### src/rtl/residual_overcurrent_defs.vh
// constants for the residual overcurrent trip timer
// Function
// - only fundamental residual magnitude drives timing
// - start above pickup, trip after delay
// - modes Off, fixed, four IEC, seven ANSI
// - pickup percent, default 50, range by variant
// - multiplier 0.05 to 15, default 1.0
// - inverse minimum delay 40..60000 ms
// - fixed delay 40..60000 ms, fixed mode only
// - IEC curves clear after reset delay
// - block input suppresses start and trip
// - general start and trip combine block
// - inverse time per curve constants
// - ratio above twenty held at twenty
// - inverse trip needs curve and minimum expiry
`ifndef RESIDUAL_OVERCURRENT_DEFS_VH
`define RESIDUAL_OVERCURRENT_DEFS_VH

// register byte offsets
`define ROC_OFS_CTRL 8'h00
`define ROC_OFS_PICKUP 8'h04
`define ROC_OFS_TMS 8'h08
`define ROC_OFS_MINDLY 8'h0c
`define ROC_OFS_FIXDLY 8'h10
`define ROC_OFS_RSTDLY 8'h14
`define ROC_OFS_STATUS 8'h18
`define ROC_OFS_ISTAT 8'h1c
`define ROC_OFS_ICLR 8'h20
`define ROC_OFS_IEN 8'h24
`define ROC_OFS_ACC 8'h28

// field positions
`define ROC_CTRL_CURVE_LSB 0
`define ROC_CTRL_CURVE_MSB 3
`define ROC_CTRL_LOWRANGE 4
`define ROC_ST_START 0
`define ROC_ST_TRIP 1
`define ROC_ST_BLOCK 2
`define ROC_ST_GSTART 3
`define ROC_ST_GTRIP 4
`define ROC_IRQ_START 0
`define ROC_IRQ_TRIP 1

// mode codes of curve_select
`define ROC_MODE_OFF 4'h0
`define ROC_MODE_FIXED 4'h1
`define ROC_MODE_FIRST_INV 4'h2
`define ROC_MODE_LAST_IEC 4'h5
`define ROC_MODE_LAST_INV 4'hc

// reset values
`define ROC_RST_PICKUP 10'h032
`define ROC_RST_TMS 11'h064
`define ROC_RST_DELAY 16'h0064

// setting ranges
`define ROC_PICKUP_MIN 16'h000a
`define ROC_PICKUP_MIN_LOW 16'h0005
`define ROC_PICKUP_MAX 16'h03e8
`define ROC_TMS_MIN 16'h0005
`define ROC_TMS_MAX 16'h05dc
`define ROC_DLY_MIN 16'h0028
`define ROC_RSTDLY_MIN 16'h003c
`define ROC_DLY_MAX 16'hea60

// timing: one processing tick per millisecond
`define ROC_CLK_NS 50
`define ROC_TICK_NS 1000000
`define ROC_TICK_CYCLES (`ROC_TICK_NS / `ROC_CLK_NS)

// fixed point scaling
`define ROC_Q16_ONE 32'h00010000
`define ROC_RATIO_ONE 13'h0100
`define ROC_RATIO_MAX 13'h1400
`define ROC_LN_SCALE 32'h0000038c
`define ROC_RATE_SCALE 32'h0a000000
`define ROC_TMS_UNIT 18'h28f5c

`endif

### src/rtl/serial_divider.v
// serial restoring divider, one quotient bit per clock
module serial_divider #(
    parameter W = 64
) (
    // clock and reset
    input wire clk_sys,
    input wire rst_n,
    // request
    input wire go,
    input wire [W-1:0] num,
    input wire [W-1:0] den,
    // answer
    output reg [W-1:0] quot,
    output reg done
);
    reg [W-1:0] rem_q;
    reg [7:0] cnt_q;
    wire [W-1:0] trial = {rem_q[W-2:0], quot[W-1]};
    wire [W:0] diff = {1'b0, trial} - {1'b0, den};

    // a zero divisor yields all ones, which the caller saturates
    always @(posedge clk_sys or negedge rst_n) begin
        if (!rst_n) begin
            rem_q <= {W{1'b0}};
            quot <= {W{1'b0}};
            cnt_q <= 8'h00;
            done <= 1'b0;
        end else begin
            done <= 1'b0;
            if (go) begin
                rem_q <= {W{1'b0}};
                quot <= num;
                cnt_q <= W[7:0];
            end else if (cnt_q != 8'h00) begin
                cnt_q <= cnt_q - 8'h01;
                done <= (cnt_q == 8'h01);
                if (!diff[W]) begin
                    rem_q <= diff[W-1:0];
                    quot <= {quot[W-2:0], 1'b1};
                end else begin
                    rem_q <= trial;
                    quot <= {quot[W-2:0], 1'b0};
                end
            end
        end
    end
endmodule // serial_divider

### src/rtl/residual_overcurrent_trip_timer.v
// residual overcurrent start/trip timer with apb settings and interrupt
//
// The address map and register access over APB are this design's own decisions.
`include "residual_overcurrent_defs.vh"
module residual_overcurrent_trip_timer #(
    parameter TICK_CYCLES = `ROC_TICK_CYCLES
) (
    // clock and reset
    input wire clk_sys,
    input wire rst_n,
    // apb slave
    input wire psel,
    input wire penable,
    input wire pwrite,
    input wire [7:0] paddr,
    input wire [31:0] pwdata,
    output reg [31:0] prdata,
    output reg pready,
    output reg pslverr,
    // measurement, same clock, percent of rated current in q4
    input wire [15:0] residualFundamentalMag,
    // user blocking pin
    input wire blockInput,
    // decision outputs
    output reg startFlag,
    output reg tripFlag,
    output reg generalStartOut,
    output reg generalTripOut,
    output reg irq
);
    localparam S_IDLE = 3'b001;
    localparam S_RATIO = 3'b010;
    localparam S_RATE = 3'b100;

    // settings
    reg [3:0] curveSel_q;
    reg lowRange_q;
    reg [9:0] pickup_q;
    reg [10:0] tms_q;
    reg [15:0] minDly_q, fixDly_q, rstDly_q;
    reg [1:0] istat_q, ien_q;
    // timing state
    reg [2:0] state_q;
    reg [31:0] acc_q;
    reg [15:0] minCnt_q, defCnt_q, rstCnt_q;
    reg [14:0] tickCnt_q;
    reg tick_q, dirUp_q;
    reg [2:0] blkSync_q;
    reg blocked_q;
    reg divGo_q;
    reg [63:0] divNum_q, divDen_q;
    wire [63:0] divQuot;
    wire divDone;

    // clamp a written value into its setting range
    function [15:0] clampVal(input [31:0] v, input [15:0] lo, input [15:0] hi);
        begin
            if (v < {16'h0000, lo})
                clampVal = lo;
            else if (v > {16'h0000, hi})
                clampVal = hi;
            else
                clampVal = v[15:0];
        end
    endfunction

    function isInverse(input [3:0] s);
        isInverse = (s >= `ROC_MODE_FIRST_INV) && (s <= `ROC_MODE_LAST_INV);
    endfunction

    function isFixedReset(input [3:0] s);
        isFixedReset = (s >= `ROC_MODE_FIRST_INV) && (s <= `ROC_MODE_LAST_IEC);
    endfunction

    // curve constants in 0.1 ms: {kr, c, reset kr, alpha code}
    function [68:0] curveConst(input [3:0] s);
        case (s)
            4'h2: curveConst = {21'd1400, 13'd0, 33'd0, 2'd0};
            4'h3: curveConst = {21'd135000, 13'd0, 33'd0, 2'd1};
            4'h4: curveConst = {21'd800000, 13'd0, 33'd0, 2'd2};
            4'h5: curveConst = {21'd1200000, 13'd0, 33'd0, 2'd1};
            4'h6: curveConst = {21'd86, 13'd185, 33'd4600, 2'd0};
            4'h7: curveConst = {21'd515, 13'd1140, 33'd48500, 2'd0};
            4'h8: curveConst = {21'd196100, 13'd4910, 33'd216000, 2'd2};
            4'h9: curveConst = {21'd282000, 13'd1217, 33'd291000, 2'd2};
            4'ha: curveConst = {21'd860, 13'd1850, 33'd46000, 2'd0};
            4'hb: curveConst = {21'd285500, 13'd7120, 33'd134600, 2'd2};
            4'hc: curveConst = {21'd640700, 13'd2500, 33'd300000, 2'd2};
            default: curveConst = 69'd0;
        endcase
    endfunction

    // ratio^alpha - 1 in q16 from a q8 ratio; alpha 0.02 uses 0.02*ln
    function [31:0] curveX(input [1:0] a, input [12:0] m);
        integer i;
        reg [31:0] p, lg, mm;
        begin
            p = 32'd8;
            mm = {19'd0, m};
            for (i = 8; i < 13; i = i + 1)
                if (m[i])
                    p = i;
            lg = ((p - 32'd8) << 16) + ((mm - (32'd1 << p)) << (32'd16 - p));
            case (a)
                2'd2: curveX = mm * mm - `ROC_Q16_ONE;
                2'd1: curveX = (mm - 32'd256) << 8;
                default: curveX = (lg * `ROC_LN_SCALE) >> 16;
            endcase
        end
    endfunction

    // quotient from the divider, saturated to the accumulator width
    wire [31:0] divSat = (divQuot[63:32] != 32'd0) ? 32'hffffffff : divQuot[31:0];
    wire [68:0] cc = curveConst(curveSel_q);
    wire [20:0] crvKr = cc[68:48];
    wire [12:0] crvC = cc[47:35];
    wire [32:0] crvRkr = cc[34:2];
    wire [1:0] crvAlpha = cc[1:0];
    wire [12:0] ratioQ8 = (divQuot > {51'd0, `ROC_RATIO_MAX}) ? `ROC_RATIO_MAX : divQuot[12:0];
    wire [31:0] xVal = curveX(crvAlpha, ratioQ8);
    wire [31:0] sqVal = {19'd0, ratioQ8} * {19'd0, ratioQ8};
    wire [31:0] thr = {21'd0, tms_q} * {14'd0, `ROC_TMS_UNIT};
    wire modeOn = (curveSel_q != `ROC_MODE_OFF);
    // only the fundamental magnitude is compared against the pickup
    wire overPickup = residualFundamentalMag > {2'b00, pickup_q, 4'h0};
    wire startInt = modeOn & overPickup & ~blocked_q;
    wire invDone = (acc_q >= thr) && (minCnt_q >= minDly_q);
    wire defDone = (defCnt_q >= fixDly_q);
    wire tripInt = startInt & (isInverse(curveSel_q) ? invDone : defDone);
    wire apbSetup = psel & ~penable;
    wire apbWrite = psel & penable & pready & pwrite;
    wire [15:0] pickClamp = clampVal(pwdata, lowRange_q ? `ROC_PICKUP_MIN_LOW : `ROC_PICKUP_MIN, `ROC_PICKUP_MAX);
    wire [15:0] tmsClamp = clampVal(pwdata, `ROC_TMS_MIN, `ROC_TMS_MAX);
    wire invRun = isInverse(curveSel_q) & ~blocked_q;
    reg [31:0] rdMux;
    reg rdErr;

    serial_divider #(.W(64)) u_div (
        .clk_sys(clk_sys),
        .rst_n(rst_n),
        .go(divGo_q),
        .num(divNum_q),
        .den(divDen_q),
        .quot(divQuot),
        .done(divDone)
    );

    // read decode, answered in the access phase
    always @* begin
        rdMux = 32'h00000000;
        rdErr = 1'b0;
        case (paddr)
            `ROC_OFS_CTRL: rdMux = {27'd0, lowRange_q, curveSel_q};
            `ROC_OFS_PICKUP: rdMux = {22'd0, pickup_q};
            `ROC_OFS_TMS: rdMux = {21'd0, tms_q};
            `ROC_OFS_MINDLY: rdMux = {16'd0, minDly_q};
            `ROC_OFS_FIXDLY: rdMux = {16'd0, fixDly_q};
            `ROC_OFS_RSTDLY: rdMux = {16'd0, rstDly_q};
            `ROC_OFS_STATUS: rdMux = {27'd0, generalTripOut, generalStartOut, blocked_q, tripFlag, startFlag};
            `ROC_OFS_ISTAT: rdMux = {30'd0, istat_q};
            `ROC_OFS_ICLR: rdMux = 32'h00000000;
            `ROC_OFS_IEN: rdMux = {30'd0, ien_q};
            `ROC_OFS_ACC: rdMux = acc_q;
            default: rdErr = 1'b1;
        endcase
    end

    // apb handshake: zero wait states, data and error registered at setup
    always @(posedge clk_sys or negedge rst_n) begin
        if (!rst_n) begin
            pready <= 1'b0;
            prdata <= 32'h00000000;
            pslverr <= 1'b0;
        end else begin
            pready <= apbSetup;
            pslverr <= apbSetup & rdErr; // only alongside pready
            if (apbSetup)
                prdata <= pwrite ? 32'h00000000 : rdMux;
        end
    end

    // settings registers, values clamped into their ranges on write
    always @(posedge clk_sys or negedge rst_n) begin
        if (!rst_n) begin
            curveSel_q <= `ROC_MODE_OFF;
            lowRange_q <= 1'b0;
            pickup_q <= `ROC_RST_PICKUP;
            tms_q <= `ROC_RST_TMS;
            minDly_q <= `ROC_RST_DELAY;
            fixDly_q <= `ROC_RST_DELAY;
            rstDly_q <= `ROC_RST_DELAY;
            ien_q <= 2'b00;
        end else if (apbWrite) begin
            case (paddr)
                `ROC_OFS_CTRL: begin
                    // unknown mode codes fall back to off rather than a guessed curve
                    curveSel_q <= (pwdata[3:0] > `ROC_MODE_LAST_INV) ? `ROC_MODE_OFF : pwdata[3:0];
                    lowRange_q <= pwdata[`ROC_CTRL_LOWRANGE];
                end
                `ROC_OFS_PICKUP: pickup_q <= pickClamp[9:0];
                `ROC_OFS_TMS: tms_q <= tmsClamp[10:0];
                `ROC_OFS_MINDLY: minDly_q <= clampVal(pwdata, `ROC_DLY_MIN, `ROC_DLY_MAX);
                `ROC_OFS_FIXDLY: fixDly_q <= clampVal(pwdata, `ROC_DLY_MIN, `ROC_DLY_MAX);
                `ROC_OFS_RSTDLY: rstDly_q <= clampVal(pwdata, `ROC_RSTDLY_MIN, `ROC_DLY_MAX);
                `ROC_OFS_IEN: ien_q <= pwdata[1:0];
                default: ien_q <= ien_q;
            endcase
        end
    end

    // block pin synchroniser: a change counts once stages two and three agree
    always @(posedge clk_sys or negedge rst_n) begin
        if (!rst_n) begin
            blkSync_q <= 3'b000;
            blocked_q <= 1'b0;
        end else begin
            blkSync_q <= {blkSync_q[1:0], blockInput};
            if (blkSync_q[1] == blkSync_q[2])
                blocked_q <= blkSync_q[2];
        end
    end

    // millisecond processing tick
    always @(posedge clk_sys or negedge rst_n) begin
        if (!rst_n) begin
            tickCnt_q <= 15'd0;
            tick_q <= 1'b0;
        end else begin
            tick_q <= (tickCnt_q == TICK_CYCLES - 1);
            tickCnt_q <= (tickCnt_q == TICK_CYCLES - 1) ? 15'd0 : tickCnt_q + 15'd1;
        end
    end

    // timers and inverse accumulation; two divisions per tick fit easily
    always @(posedge clk_sys or negedge rst_n) begin
        if (!rst_n) begin
            state_q <= S_IDLE;
            acc_q <= 32'd0;
            minCnt_q <= 16'd0;
            defCnt_q <= 16'd0;
            rstCnt_q <= 16'd0;
            dirUp_q <= 1'b0;
            divGo_q <= 1'b0;
            divNum_q <= 64'd0;
            divDen_q <= 64'd0;
        end else begin
            divGo_q <= 1'b0;
            if (!startInt) begin
                minCnt_q <= 16'd0;
                defCnt_q <= 16'd0;
            end else if (tick_q) begin
                if (minCnt_q != 16'hffff)
                    minCnt_q <= minCnt_q + 16'd1;
                if (defCnt_q != 16'hffff)
                    defCnt_q <= defCnt_q + 16'd1;
            end
            // fixed reset: hold accumulated time until dropout lasts the reset delay
            if (startInt || !isFixedReset(curveSel_q) || acc_q == 32'd0)
                rstCnt_q <= 16'd0;
            else if (tick_q) begin
                rstCnt_q <= rstCnt_q + 16'd1;
                if (rstCnt_q + 16'd1 >= rstDly_q)
                    acc_q <= 32'd0;
            end
            case (state_q)
                S_IDLE: begin
                    if (invRun && tick_q && (startInt || (!isFixedReset(curveSel_q) && acc_q != 32'd0))) begin
                        dirUp_q <= startInt;
                        divNum_q <= {44'd0, residualFundamentalMag, 4'h0};
                        divDen_q <= {54'd0, pickup_q};
                        divGo_q <= 1'b1;
                        state_q <= S_RATIO;
                    end
                end
                S_RATIO: if (divDone) begin
                    if (dirUp_q) begin
                        // progress per tick = 10 / t(G) in 0.1 ms units, q24
                        divNum_q <= {32'd0, xVal} * {32'd0, `ROC_RATE_SCALE};
                        divDen_q <= {27'd0, crvKr, 16'h0000} + {51'd0, crvC} * {32'd0, xVal};
                    end else begin
                        // inverse reset rate (1 - ratio^2) / kr_reset, dropped once ratio reaches one
                        divNum_q <= (ratioQ8 >= `ROC_RATIO_ONE) ? 64'd0
                            : {32'd0, `ROC_Q16_ONE - sqVal} * {32'd0, `ROC_RATE_SCALE};
                        divDen_q <= {15'd0, crvRkr, 16'h0000};
                    end
                    divGo_q <= 1'b1;
                    state_q <= S_RATE;
                end
                S_RATE: if (divDone) begin
                    if (dirUp_q)
                        acc_q <= ({1'b0, acc_q} + {1'b0, divSat} >= {1'b0, thr}) ? thr : acc_q + divSat;
                    else
                        acc_q <= (acc_q > divSat) ? acc_q - divSat : 32'd0;
                    state_q <= S_IDLE;
                end
                default: state_q <= S_IDLE;
            endcase
            // cleared in any state, so a division result that lands while blocked is discarded; one in flight when a short block ends still lands
            if (!invRun)
                acc_q <= 32'd0;
        end
    end

    // decision stage and sticky interrupt status; a new event beats a clear
    always @(posedge clk_sys or negedge rst_n) begin
        if (!rst_n) begin
            startFlag <= 1'b0;
            tripFlag <= 1'b0;
            generalStartOut <= 1'b0;
            generalTripOut <= 1'b0;
            istat_q <= 2'b00;
            irq <= 1'b0;
        end else begin
            startFlag <= startInt;
            tripFlag <= tripInt;
            generalStartOut <= startInt & ~blocked_q;
            generalTripOut <= tripInt & ~blocked_q;
            istat_q <= (istat_q & ~((apbWrite && paddr == `ROC_OFS_ICLR) ? pwdata[1:0] : 2'b00))
                | {tripInt & ~tripFlag, startInt & ~startFlag};
            irq <= |(istat_q & ien_q);
        end
    end
endmodule // residual_overcurrent_trip_timer

### config.mk
export PLATFORM = sky130hd
export DESIGN_NAME = residual_overcurrent_trip_timer
export DESIGN_NICKNAME = d
export VERILOG_FILES = /design/src/rtl/serial_divider.v /design/src/rtl/residual_overcurrent_trip_timer.v
export VERILOG_INCLUDE_DIRS = /design/src /design/src/rtl
export SDC_FILE = /design/constraint.sdc
export NUM_CORES = 2
export LEC_CHECK = 0
export BUFFER_PORTS_ARGS = -buffer_cell sky130_fd_sc_hd__buf_2
export CAP_MARGIN = 10
export CELL_PAD_IN_SITES_DETAIL_PLACEMENT = 1
export CELL_PAD_IN_SITES_GLOBAL_PLACEMENT = 1
export CORE_MARGIN = 3
export CORE_UTILIZATION = 46
export CTS_CLUSTER_SIZE = 25
export DETAILED_ROUTE_END_ITERATION = 6
export GPL_TIMING_DRIVEN = 0
export PLACE_DENSITY_LB_ADDON = 0.1
export SLEW_MARGIN = 20
export SYNTH_ARGS = -nofsm -noshare
export SYNTH_HDL_FRONTEND = slang
export SYNTH_SLANG_ARGS = --single-unit
### constraint.sdc
create_clock -name clk_sys -period 15.59 [get_ports clk_sys]
set_input_delay 1.559 -clock clk_sys [delete_from_list [all_inputs] [get_ports clk_sys]]
set_output_delay 1.559 -clock clk_sys [all_outputs]
set_load 0.01 [all_outputs]
-- Yosys cells after proc, flatten, opt, wreduce, memory -nomap -nowiden
Memory sizes are Yosys's and may differ from the RTL's.
Cells that the tools add are included.
- register bits: 486
- bits in latches: 0
- memory bits (writable): 0
- ROM bits: 848
- memories kept: 1
- $add $sub $neg: 17
- $mul: 6
- div/mod/pow operators: 0
- $lt $le $gt $ge: 20
- equality and inequality tests: 26
- shift-type cells: 2
- muxes and demuxes: 65
- bitwise logic cells: 21
- reductions and logical operators: 34
- memory list (name ; words ; bits a word ; rd ports ; clocked after memory_dff ; write ports ; line ; RTL):
    (no name shown) ; 16 ; 53 ; 1 ; 0 ; 0 ; residual_overcurrent_trip_timer.v:77 ; case (s)
- operator list (kind ; count):
    64-bit two-way mux ; 6
    32-bit two-way mux ; 11
    32-bit one-hot mux with 10 select lines ; 1
    64-bit one-hot mux with 2 select lines ; 2
    63-bit two-way mux ; 3
    16-bit two-way mux ; 11
    60-bit two-way mux ; 2
    32-bit by 3-bit multiplier with 35-bit output, second input constant ; 2
    64-bit by 64-bit subtractor with 65-bit output ; 1
    32-bit adder ; 2
    64-bit by 13-bit > comparator with 1-bit output, second input constant ; 1
    32-bit by 6-bit less-than comparator with 1-bit output, second input constant ; 2
    32-bit one-hot mux with 2 select lines ; 1
    32-bit nonzero test ; 2
    49-bit two-way mux ; 1
    16-bit by 1-bit adder with 16-bit output, second input constant ; 3
    16-bit >= comparator ; 3
    37-bit by 45-bit adder with 46-bit output ; 1
    13-bit by 32-bit multiplier with 45-bit output ; 1
    32-bit by 32-bit adder with 33-bit output ; 1
    33-bit by 29-bit >= comparator with 1-bit output ; 1
    8-bit by 5-bit equality test with 1-bit output, second input constant ; 4
    32-bit by 29-bit >= comparator with 1-bit output ; 1
    32-bit by 10-bit > comparator with 1-bit output, second input constant ; 1
    other kinds (67) ; 127

-- Logic depth before layout (Yosys ltp)
- depth after elaboration: 17
- mapped depth: 77

-- Cells and area by module
Synthesis repeated with hierarchy kept, for this count alone.
- cells, all modules: 7139
- area total of the unflattened synthesis: 61008.5 um2
- by module, submodules not included (module ; times used ; cells an instance ; area each (um2)):
    residual_overcurrent_trip_timer ; 1 ; 5806 ; 50258.2
    serial_divider ; 1 ; 1333 ; 10750.3

-- Worst setup path before layout
No wires, ideal clock.
- path type: register to register
- from: register u_div.quot[60]
- to: register divDen_q[43]
- arrival: 16.722 ns
- slack: -1.273 ns
- stages on the path, launching flop included: 71
- path buffers: 6
- period minus slack after synthesis: 16.863 ns
- path through: dfrtp_1 -> nor4_1 -> nand4_1 -> clkbuf_1 -> nor4_1 -> clkbuf_1 -> and2_1 -> clkbuf_1 -> nand2_1 -> inv_1 -> ha_1 -> o21a_1 -> o21a_1 -> nor2_1 -> inv_1 -> clkbuf_1 -> ha_1 -> nor2_1 -> (+35 left out) -> fa_1 -> fa_1 -> fa_1 -> fa_1 -> inv_1 -> fa_1 -> inv_1 -> ha_1 -> a211o_1 -> or3_1 -> a311o_1 -> nand3_1 -> a21oi_1 -> o311ai_0 -> a21oi_1 -> a21oi_1 -> xor2_1 -> o22ai_1
- cells in the longest elaborated chain, start to end: 17
- elaborated cells between the ends (all ways): 22
- classes of those cells: 7 x add/sub; 3 x mul; 1 x order compare; 2 x shift; 9 x mux
- RTL lines (what ; line ; RTL):
    start, declared ; serial_divider.v:13 ; output reg [W-1:0] quot,
    start signal, assigned ; serial_divider.v:25 ; quot <= {W{1'b0}};
    start signal, assigned ; serial_divider.v:32 ; quot <= num;
    start signal, assigned ; serial_divider.v:39 ; quot <= {quot[W-2:0], 1'b1};
    64-bit by 13-bit > comparator with 1-bit output (*) ; residual_overcurrent_trip_timer.v:119 ; wire [12:0] ratioQ8 = (divQuot > {51'd0, `ROC_RATIO_MAX}) ? `ROC_RATIO_MAX : divQuot[12:0];
    13-bit two-way mux (*) ; residual_overcurrent_trip_timer.v:119 ;
    1-bit two-way mux ; residual_overcurrent_trip_timer.v:101 ; if (m[i])
    2-bit two-way mux (2 in series) ; residual_overcurrent_trip_timer.v:101 ;
    3-bit two-way mux ; residual_overcurrent_trip_timer.v:101 ;
    1-bit by 32-bit left shift with 32-bit output ; residual_overcurrent_trip_timer.v:103 ; lg = ((p - 32'd8) << 16) + ((mm - (32'd1 << p)) << (32'd16 - p));
    13-bit by 32-bit subtractor with 32-bit output ; residual_overcurrent_trip_timer.v:103 ;
    32-bit by 32-bit left shift with 32-bit output ; residual_overcurrent_trip_timer.v:103 ;
    32-bit adder ; residual_overcurrent_trip_timer.v:103 ;
    32-bit by 8-bit multiplier with 30-bit output (no line) ; n/a ;
    32-bit one-hot mux with 2 select lines (*) ; residual_overcurrent_trip_timer.v:104 ; case (a)
    13-bit by 32-bit multiplier with 45-bit output (*) ; residual_overcurrent_trip_timer.v:279 ; divDen_q <= {27'd0, crvKr, 16'h0000} + {51'd0, crvC} * {32'd0, xVal};
    37-bit by 45-bit adder with 46-bit output (*) ; residual_overcurrent_trip_timer.v:279 ;
    49-bit two-way mux (*) ; residual_overcurrent_trip_timer.v:276 ; if (dirUp_q) begin
    64-bit two-way mux (*) ; residual_overcurrent_trip_timer.v:275 ; S_RATIO: if (divDone) begin
    64-bit one-hot mux with 2 select lines (*) ; residual_overcurrent_trip_timer.v:265 ; case (state_q)
    end signal, assigned ; residual_overcurrent_trip_timer.v:270 ; divDen_q <= {54'd0, pickup_q};
    end signal, assigned ; residual_overcurrent_trip_timer.v:279 ;
    end signal, assigned ; residual_overcurrent_trip_timer.v:284 ; divDen_q <= {15'd0, crvRkr, 16'h0000};
    end, declared ; residual_overcurrent_trip_timer.v:51 ; reg [63:0] divNum_q, divDen_q;
Mark *: on every way between the ends. The rest lies on a longest branch, timed or not. The select of a mux whose other input is x is not followed.
A chain may end at the register's enable or synchronous reset.

-- Worst setup path after layout
- from: register u_div.quot[0]
- to: register divDen_q[24]
- cells in the longest elaborated chain, start to end: 17
- elaborated cells between the ends (all ways): 22
- classes of those cells: 7 x add/sub; 3 x mul; 1 x order compare; 2 x shift; 9 x mux
- RTL lines (what ; line):
    64-bit by 13-bit > comparator with 1-bit output ; residual_overcurrent_trip_timer.v:119
    13-bit two-way mux (*) ; residual_overcurrent_trip_timer.v:119
    1-bit two-way mux ; residual_overcurrent_trip_timer.v:101
    2-bit two-way mux (2 in series) ; residual_overcurrent_trip_timer.v:101
    3-bit two-way mux ; residual_overcurrent_trip_timer.v:101
    1-bit by 32-bit left shift with 32-bit output ; residual_overcurrent_trip_timer.v:103
    13-bit by 32-bit subtractor with 32-bit output ; residual_overcurrent_trip_timer.v:103
    32-bit by 32-bit left shift with 32-bit output ; residual_overcurrent_trip_timer.v:103
    32-bit adder ; residual_overcurrent_trip_timer.v:103
    32-bit by 8-bit multiplier with 30-bit output (no line) ; n/a
    32-bit one-hot mux with 2 select lines (*) ; residual_overcurrent_trip_timer.v:104
    13-bit by 32-bit multiplier with 45-bit output (*) ; residual_overcurrent_trip_timer.v:279
    37-bit by 45-bit adder with 46-bit output (*) ; residual_overcurrent_trip_timer.v:279
    49-bit two-way mux (*) ; residual_overcurrent_trip_timer.v:276
    64-bit two-way mux (*) ; residual_overcurrent_trip_timer.v:275
    64-bit one-hot mux with 2 select lines (*) ; residual_overcurrent_trip_timer.v:265
Marked as above.

==> results.tsv <==
metric	value	unit
DIE HEIGHT	366	um
worst clock skew	0.0402	ns
met2 usage	55.1	%
Skew-Pair Late Insertion Delay	0.70	ns
Final GP Congestion	1.00	
power density cells	46.5	nW/um2
post-synthesis cell area	59500	um2
hold buffer count at cts	0	
CTS sink cnt	453	
critical path launch point type	flip-flop	
GRT overflow	0	
number of flops mapped to enable cells by yosys	0	
CTS Buffer Depth	3	
worst r2r src	u_div.quot[0]	
most used routing layer	met2	
Max Cap Viol	0	
FFs w/ async S/R, synth	100	%
CTS tree	done	
most common flop cell mapped by yosys	dfrtp_1	
dpl ws	-4.09	ns
final worst slack	-0.950	ns
Static Leakage	33.5	nW
class of the worst hold path	flip-flop to flip-flop	
Area Growth Syn to Fin	12.6	%
Mapped Nets	8275	
most numerous cell on the critical path	fa_1	
Slowest cell on crit path	fa_2	
Crit Path Class	flip-flop to flip-flop	
cells after synthesis	6938	
Critical Path RT	16.10	ns
die width	366	um
root buffer cell	clkbuf_16	
Yosys cell types	94	
failing checks	setup timing	
DRC	0	
Via-to-Cell Ratio	5.99	
final net count	8550	
worst-margin pin slew	1.21	ns
std cell rows	131	
post-synthesis sequential area ratio	19.1	%
synth top area cells	fa_1 19%, dfrtp_1 18%, ha_1 15%, inv_1 5.6%, nand2_1 4.9%	
global-route wire length before repair	350000	um
GR Util All Layers	34.5	%
final setup violation count	27	
Starting Density	46.4	%
dpl hpwl	185000	um
Worst-path clk slew	0.06	ns
status	finished, violations left	
mean routed wirelength per cell	25.7	um
post-synth top area cell	fa_1	
vias in the first global route	56966	
normalized max-slew margin	19.4	%
pin count of the biggest net entering global routing	91	
Syn Area/Cell	8.57	um2
H-tree levels	2	
worst vdd ir	77.4	uV
Syn. warnings	0	
port buffer count	98	
Synth top area share	19.0	%
min Tclk post-route	16.54	ns
crit path launch	u_div.quot[0]	
First-pass DRT Iterations	6	
core area	128000	um2
Yosys reg bits	453	
Iteration-0 DRC Markers	4046	
total routed wirelength	231000	um
Num CTS Buffers	59	
RSZ-0062 raised after global routing	true	
Worst Setup End Kind	flip-flop	
GR Util met1	46.3	%
Max FO, Critical Path	10	
antenna violations before repair	7	
Slew Viols, Final	0	
Routed Antenna Nets	0	
die area	134000	um2
HP Start	blkSync_q[0]	
fin crit share	106	%
fmax	60.5	MHz
Hold Vio Cnt, Final	0	
io pins	101	
Vias	53887	
met3 usage	6.17	%
share of layout cells above drive strength 1	9.18	%
crit path DAT	17.05	ns
Fin Setup TNS	-17.27	ns
slowest stage delay, CP	0.67	ns
state kept, by name, indices dropped and copies added (netlist names), 3 cells and up:
register / cells
u_div.rem_q: 63
acc_q: 32
pickup_q: 10
prdata: 32
u_div.quot: 64
divDen_q: 46
defCnt_q: 16
rstCnt_q: 16
tms_q: 11
tickCnt_q: 15
blkSync_q: 3
curveSel_q: 4
u_div.cnt_q: 8
fixDly_q: 16
minDly_q: 16
minCnt_q: 16
state_q: 3
divNum_q: 50
rstDly_q: 16
Yosys cell counts, types with 37 or more instances:
master and instances:
nor3_1 142, a31oi_1 42, a211oi_1 77, nor2b_1 56
nor2_1 514, or3_1 79, nand4_1 45, dfrtp_1 437
fa_1 565, o22ai_1 37, nand3_1 117, mux2i_1 75
and3_1 76, inv_1 889, ha_1 710, and2_1 126
nor4_1 54, nand2b_1 66, o21ai_0 343, xnor2_1 205
clkbuf_1 269, a21oi_1 335, nand2_1 778, xor2_1 151
a21o_1 153, a22o_1 51, o21a_1 42
worst max-delay path, delay by kind of cell (launching register included):
kind / cells / cell delay [ns]
multiplexers: 1 / 0.30
flip-flops: 1 / 0.66
AO/OA/AOI/OAI: 21 / 4.18
AND/OR/NAND/NOR: 14 / 2.31
XOR/XNOR: 5 / 1.21
buffers and inverters: 15 / 2.00
adder cells (fa/ha/maj): 14 / 5.66
cell families (layout without fill, tap and decap cells):
family,after synthesis,count (layout),synth area share [%]
xor+xnor,357,357,5.28
simple gates,2142,2142,16.8
buf+inv,1193,1518,7.56
mux,91,91,1.62
compound gates,1425,1425,15.6
other cells,1,7,0.00631
fa+ha+maj,1276,1276,34.0
flops,453,453,19.1
cells in the final DEF, fill, tap and decap left out, drive strengths merged, types with 14 or more instances in the layout:
| cell | count |
|---|---|
| clkinv | 24 |
| o21ai | 347 |
| or3 | 79 |
| ha | 710 |
| nand2b | 66 |
| inv | 891 |
| o21bai | 35 |
| a22oi | 37 |
| xor2 | 151 |
| dfstp | 16 |
| buf | 240 |
| a221oi | 32 |
| mux2i | 75 |
| and3 | 76 |
| a21oi | 335 |
| nand4 | 45 |
| a31oi | 43 |
| o21a | 42 |
| o22ai | 37 |
| nor4 | 57 |
| o221ai | 14 |
| a21o | 153 |
| nor2b | 56 |
| o31ai | 34 |
| dfrtp | 437 |
| and2 | 126 |
| nor2 | 515 |
| o211ai | 23 |
| nor3 | 142 |
| nand3 | 118 |
| fa | 565 |
| or2 | 27 |
| nand2 | 778 |
| xnor2 | 205 |
| clkbuf | 349 |
| a311oi | 30 |
| a211oi | 77 |
| a22o | 51 |
timing repair:
item / 4_1_cts / 5_1_grt
pin swaps: 153 / 104
gates cloned: 1 / 0
buffers inserted: 76 / 33
endpoints found under the setup margin: 51 / 29
resized for setup: 278 / 64
worst paths after layout:
check                             endpoint  slack [ns]  cells after the start
hold / removal                blkSync_q[1]        0.35                      0
setup / recovery              divDen_q[24]       -0.95                     70
setup reg to reg              divDen_q[24]       -0.95                     70
min in group asynchronous  u_div.rem_q[56]        0.66                      1
hold reg to reg               blkSync_q[1]        0.35                      0
max in group asynchronous      minDly_q[6]       12.98                      5
through the flow:
step | utilization (%) | hold WS (ns) | total power, mW | area [um2] | instances
after global routing | 52.3 | 0.356 | 3.22 | 67000 | 8993
after floorplan | - | 0.331 | 1.39 | 59600 | 6938
after CTS | 51.9 | 0.349 | 3.12 | 66400 | 8961
after global placement | 48.6 | 0.332 | 1.53 | 62200 | 8765
final | 52.3 | 0.348 | 3.11 | 67000 | 8998
after detailed placement | 48.8 | 0.336 | 1.54 | 62500 | 8778
metal layers:
layer / vias up / wire [um]
li1: 23984 / -
met1: 27509 / 99000
met2: 1841 / 104000
met3: 545 / 16800
met4: 8 / 11300
met5: - / 57
power breakdown:
group          switching, mW  leakage [nW]  internal [mW]
Sequential           0.00337          5.89           1.18
Combinational          0.250          26.5          0.124
Clock                  0.613          1.07          0.945
Total                  0.866          33.5           2.25
layout make-up:
| type | instances | area (um2) |
|---|---|---|
| clock buffers | 83 | 1700 |
| fillers | 15085 | 61000 |
| well taps | 1729 | 2160 |
| diodes | 6 | 15.0 |
| flip-flops and latches | 453 | 11400 |
| clock inverters | 28 | 509 |
| inverters | 901 | 3400 |
| repair buffers | 219 | 1630 |
| plain buffers | 287 | 1230 |
| multi-input cells | 5292 | 45000 |
Note: power is estimated with default switching activity, not from simulation.
